### src/watchdog_defines.svh
`ifndef WATCHDOG_DEFINES_SVH
`define WATCHDOG_DEFINES_SVH

`define SFR_ADDR_SERVICE 8'hA6
`define SFR_ADDR_AUX_CTRL 8'h8E

`define SERVICE_KEY_FIRST 8'h1E
`define SERVICE_KEY_SECOND 8'hE1

`define AUX_BIT_ALE_RESTRICT 0
`define AUX_BIT_RESET_OUT_OFF 3
`define AUX_BIT_IDLE_HALT 4
`define AUX_CTRL_RESET 8'h00
`define AUX_CTRL_WRITE_MASK 8'h19

`define WDOG_COUNTER_WIDTH 13
`define WDOG_TERMINAL 13'h1FFF

`define OSC_PER_MACHINE_CYCLE 12
`define CLK_PERIOD_NS 100
`define OSC_PERIOD_NS 100
`define RESET_PULSE_OSC 96
`define RESET_PULSE_CYCLES \
  ((`RESET_PULSE_OSC * `OSC_PERIOD_NS + `CLK_PERIOD_NS - 1) / `CLK_PERIOD_NS)

`endif

### src/watchdog_pkg.sv
package watchdog_pkg;

  typedef enum logic [0:0] {
    key_wait_first,
    key_wait_second
  } key_state_t;

  typedef enum logic [1:0] {
    pm_running,
    pm_powered_down,
    pm_wake_hold
  } power_state_t;

endpackage

### src/one_time_enable_watchdog.sv
// Contract
// - watchdog is a 13-bit up-counter plus one write-only service register.
// - after any reset the watchdog is disabled and does not count.
// - writing 1E then E1 to the service register at A6 enables it.
// - enabled watchdog advances once per machine cycle while oscillator runs.
// - once armed, software cannot disable it; only reset or overflow can.
// - the same 1E, E1 pair while enabled clears the counter.
// - counter overflowing past 1FFF resets the device.
// - overflow drives the reset pin high for 96 oscillator periods unless reset-out disable bit 3 of 8E is set, which leaves the pin undriven.
// - service register write-only; counter neither readable nor writable.
// - in power-down the counter holds its value and does not advance.
// - after interrupt wake, counting waits until the interrupt input returns high.
// - idle-halt bit at 0 lets an enabled watchdog keep counting in idle.
// - idle-halt bit at 1 freezes the count in idle and resumes after.
// - idle-halt is bit 4 of auxiliary control at 8E, reset value 0.
`timescale 1ns/1ns
`include "watchdog_defines.svh"

module one_time_enable_watchdog
  import watchdog_pkg::*;
#(
  parameter int COUNTER_WIDTH = `WDOG_COUNTER_WIDTH,
  parameter int OSC_PER_CYCLE = `OSC_PER_MACHINE_CYCLE,
  parameter int PULSE_CYCLES = `RESET_PULSE_CYCLES
) (
  input wire logic clk_in,
  input wire logic rst_in,
  input wire logic [7:0] sfr_addr_in,
  input wire logic sfr_write_in,
  input wire logic [7:0] sfr_wdata_in,
  input wire logic sfr_read_in,
  input wire logic power_down_in,
  input wire logic idle_in,
  input wire logic wake_int_n_in,
  output logic [7:0] sfr_rdata_out,
  output logic reset_pin_out,
  output logic reset_pin_oe_out,
  output logic watchdog_enabled_out,
  output logic ale_restrict_out
);

  localparam int PW = $clog2(OSC_PER_CYCLE);

  ////////////////////////////////////////////////////////////////////////////
  // register writes

  logic service_write;
  logic aux_write;
  logic aux_read;
  logic [7:0] auxiliary_control;
  logic idle_count_halt;
  logic reset_out_off;

  // one decode shared by every access; a stopped oscillator blocks writes, not reads
  function automatic logic sfr_hit(
    input logic strobe,
    input logic stopped,
    input logic [7:0] addr,
    input logic [7:0] target
  );
    return strobe && !stopped && (addr == target);
  endfunction

  // writes are ignored while the oscillator is stopped
  assign service_write = sfr_hit(sfr_write_in, power_down_in, sfr_addr_in,
                                 `SFR_ADDR_SERVICE);
  assign aux_write = sfr_hit(sfr_write_in, power_down_in, sfr_addr_in,
                             `SFR_ADDR_AUX_CTRL);
  // reads are not gated by power-down; they change no state
  assign aux_read = sfr_hit(sfr_read_in, 1'b0, sfr_addr_in, `SFR_ADDR_AUX_CTRL);

  always_ff @(posedge clk_in) begin
    if (rst_in) begin
      auxiliary_control <= `AUX_CTRL_RESET;
    end else if (aux_write) begin
      // reserved bits stay at zero
      auxiliary_control <= sfr_wdata_in & `AUX_CTRL_WRITE_MASK;
    end
  end

  assign idle_count_halt = auxiliary_control[`AUX_BIT_IDLE_HALT];
  assign reset_out_off = auxiliary_control[`AUX_BIT_RESET_OUT_OFF];

  always_ff @(posedge clk_in) begin
    if (rst_in) begin
      ale_restrict_out <= 1'b0;
    end else begin
      ale_restrict_out <= auxiliary_control[`AUX_BIT_ALE_RESTRICT];
    end
  end

  ////////////////////////////////////////////////////////////////////////////
  // register reads

  // the service register and the counter are not visible to software
  always_ff @(posedge clk_in) begin
    if (rst_in) begin
      sfr_rdata_out <= 8'h00;
    end else if (aux_read) begin
      sfr_rdata_out <= auxiliary_control;
    end else begin
      sfr_rdata_out <= 8'h00;
    end
  end

  ////////////////////////////////////////////////////////////////////////////
  // key sequence

  logic key_done;

  service_key_detect u_key (
    .clk_in(clk_in),
    .rst_in(rst_in),
    .write_in(service_write),
    .data_in(sfr_wdata_in),
    .done_out(key_done)
  );

  ////////////////////////////////////////////////////////////////////////////
  // power state tracking

  power_state_t power_state;
  power_state_t next_power_state;

  always_comb begin
    next_power_state = power_state;
    case (power_state)
      pm_running: begin
        if (power_down_in) begin
          next_power_state = pm_powered_down;
        end
      end
      pm_powered_down: begin
        if (!power_down_in) begin
          // an interrupt wake keeps the line low while the oscillator settles
          next_power_state = wake_int_n_in ? pm_running : pm_wake_hold;
        end
      end
      pm_wake_hold: begin
        if (wake_int_n_in) begin
          next_power_state = pm_running;
        end
      end
      default: begin
        next_power_state = pm_running;
      end
    endcase
  end

  always_ff @(posedge clk_in) begin
    if (rst_in) begin
      power_state <= pm_running;
    end else begin
      power_state <= next_power_state;
    end
  end

  ////////////////////////////////////////////////////////////////////////////
  // counting gate and machine cycle prescaler

  logic overflow;
  logic pulse_active;
  logic enabled;
  logic osc_halted;
  logic idle_frozen;
  logic count_allowed;
  logic [PW-1:0] prescale;
  logic machine_tick;

  // the state machine lags the pin by one cycle, so the pin itself is also used
  assign osc_halted = power_down_in || (power_state != pm_running);
  // the halt bit alone decides; with it clear idle does not touch the count
  assign idle_frozen = idle_in && idle_count_halt;

  always_comb begin
    count_allowed = enabled && !pulse_active;
    if (osc_halted) begin
      count_allowed = 1'b0;
    end
    if (idle_frozen) begin
      count_allowed = 1'b0;
    end
  end

  assign machine_tick = count_allowed && (prescale == PW'(OSC_PER_CYCLE - 1));

  always_ff @(posedge clk_in) begin
    if (rst_in || key_done) begin
      prescale <= '0;
    end else if (count_allowed) begin
      prescale <= machine_tick ? '0 : prescale + 1'b1;
    end
  end

  ////////////////////////////////////////////////////////////////////////////
  // enable latch: set by the key pair, cleared only by reset or overflow

  always_ff @(posedge clk_in) begin
    if (rst_in) begin
      enabled <= 1'b0;
    end else if (overflow) begin
      enabled <= 1'b0;
    end else if (key_done) begin
      enabled <= 1'b1;
    end
  end

  always_ff @(posedge clk_in) begin
    if (rst_in) begin
      watchdog_enabled_out <= 1'b0;
    end else begin
      watchdog_enabled_out <= enabled && !overflow;
    end
  end

  ////////////////////////////////////////////////////////////////////////////
  // counter

  logic [COUNTER_WIDTH-1:0] watchdog_counter;

  assign overflow = machine_tick &&
                    (watchdog_counter == COUNTER_WIDTH'(`WDOG_TERMINAL));

  always_ff @(posedge clk_in) begin
    if (rst_in) begin
      watchdog_counter <= '0;
    end else if (key_done || overflow) begin
      // servicing wins over a tick in the same cycle
      watchdog_counter <= '0;
    end else if (machine_tick) begin
      watchdog_counter <= watchdog_counter + 1'b1;
    end
  end

  ////////////////////////////////////////////////////////////////////////////
  // reset pin drive

  logic pulse_raw;

  reset_pulse_gen #(
    .PULSE_CYCLES(PULSE_CYCLES)
  ) u_pulse (
    .clk_in(clk_in),
    .rst_in(rst_in),
    .start_in(overflow),
    .pulse_out(pulse_raw)
  );

  // the pulse resets the whole device; rst_in normally follows from the pin,
  // so the pulse generator must not be cleared by its own pulse externally
  assign pulse_active = pulse_raw;

  always_ff @(posedge clk_in) begin
    if (rst_in) begin
      reset_pin_out <= 1'b0;
    end else begin
      reset_pin_out <= pulse_raw;
    end
  end

  // with the reset-out disable bit set the pin stays an input; the level is
  // still produced so the internal reset keeps the same timing
  always_ff @(posedge clk_in) begin
    if (rst_in) begin
      reset_pin_oe_out <= 1'b0;
    end else begin
      reset_pin_oe_out <= pulse_raw && !reset_out_off;
    end
  end

endmodule

### src/service_key_detect.sv
`timescale 1ns/1ns
`include "watchdog_defines.svh"

module service_key_detect
  import watchdog_pkg::*;
(
  input wire logic clk_in,
  input wire logic rst_in,
  input wire logic write_in,
  input wire logic [7:0] data_in,
  output logic done_out
);

  key_state_t key_state;

  always_ff @(posedge clk_in) begin
    if (rst_in) begin
      key_state <= key_wait_first;
      done_out <= 1'b0;
    end else begin
      done_out <= 1'b0;
      if (write_in) begin
        // only the very next write after the first key may complete the pair
        if (data_in == `SERVICE_KEY_FIRST) begin
          key_state <= key_wait_second;
        end else if (key_state == key_wait_second && data_in == `SERVICE_KEY_SECOND) begin
          key_state <= key_wait_first;
          done_out <= 1'b1;
        end else begin
          key_state <= key_wait_first;
        end
      end
    end
  end

endmodule

### src/reset_pulse_gen.sv
`timescale 1ns/1ns
`include "watchdog_defines.svh"

module reset_pulse_gen #(
  parameter int PULSE_CYCLES = `RESET_PULSE_CYCLES
) (
  input wire logic clk_in,
  input wire logic rst_in,
  input wire logic start_in,
  output logic pulse_out
);

  localparam int CW = $clog2(PULSE_CYCLES + 1);

  logic [CW-1:0] remaining;

  always_ff @(posedge clk_in) begin
    if (rst_in) begin
      remaining <= '0;
      pulse_out <= 1'b0;
    end else if (start_in) begin
      remaining <= CW'(PULSE_CYCLES - 1);
      pulse_out <= 1'b1;
    end else if (remaining != '0) begin
      remaining <= remaining - 1'b1;
    end else begin
      pulse_out <= 1'b0;
    end
  end

endmodule

### config.mk
export PLATFORM = sky130hd
export DESIGN_NAME = one_time_enable_watchdog
export DESIGN_NICKNAME = d
export VERILOG_FILES = /design/src/watchdog_pkg.sv /design/src/one_time_enable_watchdog.sv /design/src/service_key_detect.sv /design/src/reset_pulse_gen.sv
export VERILOG_INCLUDE_DIRS = /design/src
export SDC_FILE = /design/constraint.sdc
export NUM_CORES = 1
export LEC_CHECK = 0
export BUFFER_PORTS_ARGS = -buffer_cell sky130_fd_sc_hd__buf_2
export CAP_MARGIN = 25
export CELL_PAD_IN_SITES_DETAIL_PLACEMENT = 2
export CELL_PAD_IN_SITES_GLOBAL_PLACEMENT = 2
export CORE_UTILIZATION = 35
export CTS_BUF_LIST = sky130_fd_sc_hd__clkbuf_16
export DETAILED_ROUTE_END_ITERATION = 16
export PLACE_DENSITY = 0.92
export SETUP_SLACK_MARGIN = 0.2
export SLEW_MARGIN = 20
export SYNTH_ARGS = -nofsm -noshare
export SYNTH_HDL_FRONTEND = slang
export SYNTH_SLANG_ARGS = --single-unit
export TNS_END_PERCENT = 30
### constraint.sdc
create_clock -name clk_in -period 3.3 [get_ports clk_in]
set_input_delay 0.99 -clock clk_in [delete_from_list [all_inputs] [get_ports clk_in]]
set_output_delay 0.99 -clock clk_in [all_outputs]
set_load 0.02 [all_outputs]
==> impl_results.md <==
- Cell Count, Final, Fillers Out: about 310
- Clk buf depth: 2
- Post-synth top area cell: dfxtp_1
- Chip width: 74.7 um
- Fillcell total: ~600
- PostCTS Resize Cnt: 0
- ANT cells: 0
- Register area share after synthesis: 0.433
- Htree depth: 2
- Number of global-route vias before repair: roughly 1900
- Final setup fails: 0
- Largest net degree at the start of global routing: 23
- Die Ht: around 75 um
- Post-synthesis register bit count: 40
- Reg area: between 800 and 900 um^2
- Clock root buffer: clkbuf_16
- CP delay by family, top: simple AND/OR/NAND/NOR gates
- Synth cell types: between 40 and 50
- Worst hold path class: register to register
- Hpwl dp: 3970 um
- Later-pin clock latency in the skew report: 0.29 ns
- Commonest non-fill, non-tap cell in the layout: dfxtp_1
- Final critical-path share of the clock period: 0.750
- DR WL/cell: ~17 um
- # hold bufs at CTS: 0
- Peak supply drop: approximately 0.22 mV
- Layout cells sized above 1: 0.194
- P_leak: 0.821 nW
- Final slew viol count: 0
- FP Rows: 26
- CTS tree: done
- Commonest non-fill, non-tap cells in the layout: 40 x dfxtp_1, 29 x buf_2, 14 x nand2_1, 14 x a21oi_1, 11 x nor2_1
- YS warnings: 0
- Layout Nets: between 200 and 300
- GRT overflow: 0
- Crit path max-delay cell type: or4_1
- Synth-to-Final Area Change: 17.9%
- Total Die Area: approximately 5600 um^2
- Pwr/cell area: about 550 nW/um^2
- TritonRoute pass-1 iters: 6
- Post-synth EDFFs: 0
- WP buf/inv: 1
- First-pass GRT wire length: 8920 um
- WL final: between 5000 and 6000 um
- Netlist Area Pre-Place: 1850 um^2
- Util after Layout: 0.427
- Reg clk slew, reported paths: ~0.06 ns
- Fin Hold WS: around 0.46 ns
- Worst EP arrival: between 2 and 3 ns
- Status: finished, final reports clean
- Final count of hold timing violations: 0
- Post-DR vias/cell: 5.47
- CORE AREA: just over 5000 um^2
- Max incr delay on CP: 0.64 ns
- CTS buffer count: 5
- FMAX: between 400 and 500 MHz
- 1st-iter DRT viols: between 50 and 60
- Routability cong.: 0.751
- Most used DFF post-synth: dfxtp_1
- Footprint of the multi-input gates: slightly below 1000 um^2
- Vias after detailed routing: roughly 1700
- Gr usage total: 0.219
- Antenna violations before repair: 0
- Worst-path cell chain: buf_2, a211o_1, or4_1, or3_1, a211oi_1
- Cells after Synth: between 200 and 250
- Fin crit period: approximately 2.5 ns
- Placed cells: 300
- Sum Neg Setup Slack: 0 ns
- WP data required: 3.49 ns
- Antenna viol nets, final: 0
- Crit Path Class: input port to register
- Clk sink count: 40
- Syn Area/Cell: just under 9 um^2
- Post CTS Setup Buffer Count: 0
- Initial core utilization: 0.362
- CP Capture Type: register
- Crit-path max FO: 9
- Clock skew: slightly below 0.006 ns
- Max Cap Viol: 0
- IO Pins: 35
- RSZ-0062 raised after global routing: false
- Worst setup SP type: input port
- Post-synth ARST share: 0
- DRC violations left: 0
- Synth top area cells: dfxtp_1 43%, a21oi_1 3.8%, nand4_1 3.0%
- Post-synth top area share: 0.433
- Number of I/O port buffers: 29
==> metal layers <==
metal  wire length, um  part of all wire  up-vias  global-route usage
li1                  -                 -      805                   -
met1              2140              0.41      843               0.233
met2              2900              0.55       22               0.404
met4               100             0.019        0              0.0860
met3               134             0.025       10              0.0629
met5                 0                 0        -                   0
==> registers in the layout, indices dropped and copies added, names as in the netlist <==
signal / flops
u_pulse.pulse_out: 1
watchdog_enabled_out: 1
reset_pin_out: 1
power_state: 2
u_key.done_out: 1
auxiliary_control: 3
prescale: 4
watchdog_counter: 13
ale_restrict_out: 1
u_pulse.remaining: 7
enabled: 1
sfr_rdata_out: 3
reset_pin_oe_out: 1
u_key.key_state: 1
==> synthesized netlist by cell type (all sizes together) (5+ instances only) <==
cell type,n
o21ai,8
or4,7
inv,6
or3,6
nand3,5
a21oi,14
nor3,9
buf,6
nor2,11
nand4,9
nand2,14
clkbuf,8
nand2b,5
nor2b,8
dfxtp,40
==> stage by stage <==
stage / power [mW] / cell area [um^2] / setup WS [ns]
floorplan: 0.692 / 1860 / 0.825
global placement: 0.728 / 2050 / 0.602
detailed placement: 0.748 / 2050 / 0.507
CTS: 1.21 / 2180 / 0.805
global route: 1.26 / 2180 / 0.748
finish: 1.19 / 2180 / 0.824
==> where the power goes <==
group	total, mW	internal (mW)	switching (mW)
combinational	0.204	0.0962	0.107
clock	0.459	0.271	0.189
sequential	0.531	0.509	0.0216
total	1.19	0.876	0.318
==> path summary, 6_finish.rpt <==
check / start / to / slack, ns / depth (start not counted)
worst min-delay path: auxiliary_control[3]$_SDFFE_PP0P_ / reset_pin_oe_out$_SDFF_PP0_ / 0.46 / 1
worst max register to register: enabled$_SDFFE_PP0P_ / watchdog_counter[5]$_SDFFE_PP0P_ / 1.13 / 4
worst min register to register: auxiliary_control[3]$_SDFFE_PP0P_ / reset_pin_oe_out$_SDFF_PP0_ / 0.46 / 1
worst max-delay path: idle_in / watchdog_counter[5]$_SDFFE_PP0P_ / 0.82 / 5
==> area by class of cell <==
| class | count | area share |
|---|---|---|
| Tap cell | 70 | 0.0402 |
| Clock buffer | 5 | 0.0574 |
| Multi-Input combinational cell | 152 | 0.444 |
| Inverter | 6 | 0.0103 |
| Clock inverter | 2 | 0.00345 |
| Timing Repair Buffer | 32 | 0.0770 |
| Sequential cell | 40 | 0.368 |
==> worst register-to-register path: stages, from the launching register on <==
cell and delay, ns:
dfxtp_1 0.37, or3b_1 0.41, or4_1 0.70, or3_1 0.36, a211oi_1 0.25
==> cells by family after synthesis <==
| family | count (synthesis) | synth area share |
|---|---|---|
| simple gates | 97 | 0.316 |
| flops | 40 | 0.433 |
| compound gates | 37 | 0.126 |
| buf+inv | 20 | 0.0515 |
| xor+xnor | 5 | 0.0237 |
| mux | 5 | 0.0278 |
| fa+ha+maj | 3 | 0.0203 |
| other cells | 1 | 0.00203 |
Power figures use the tool's default switching activity.
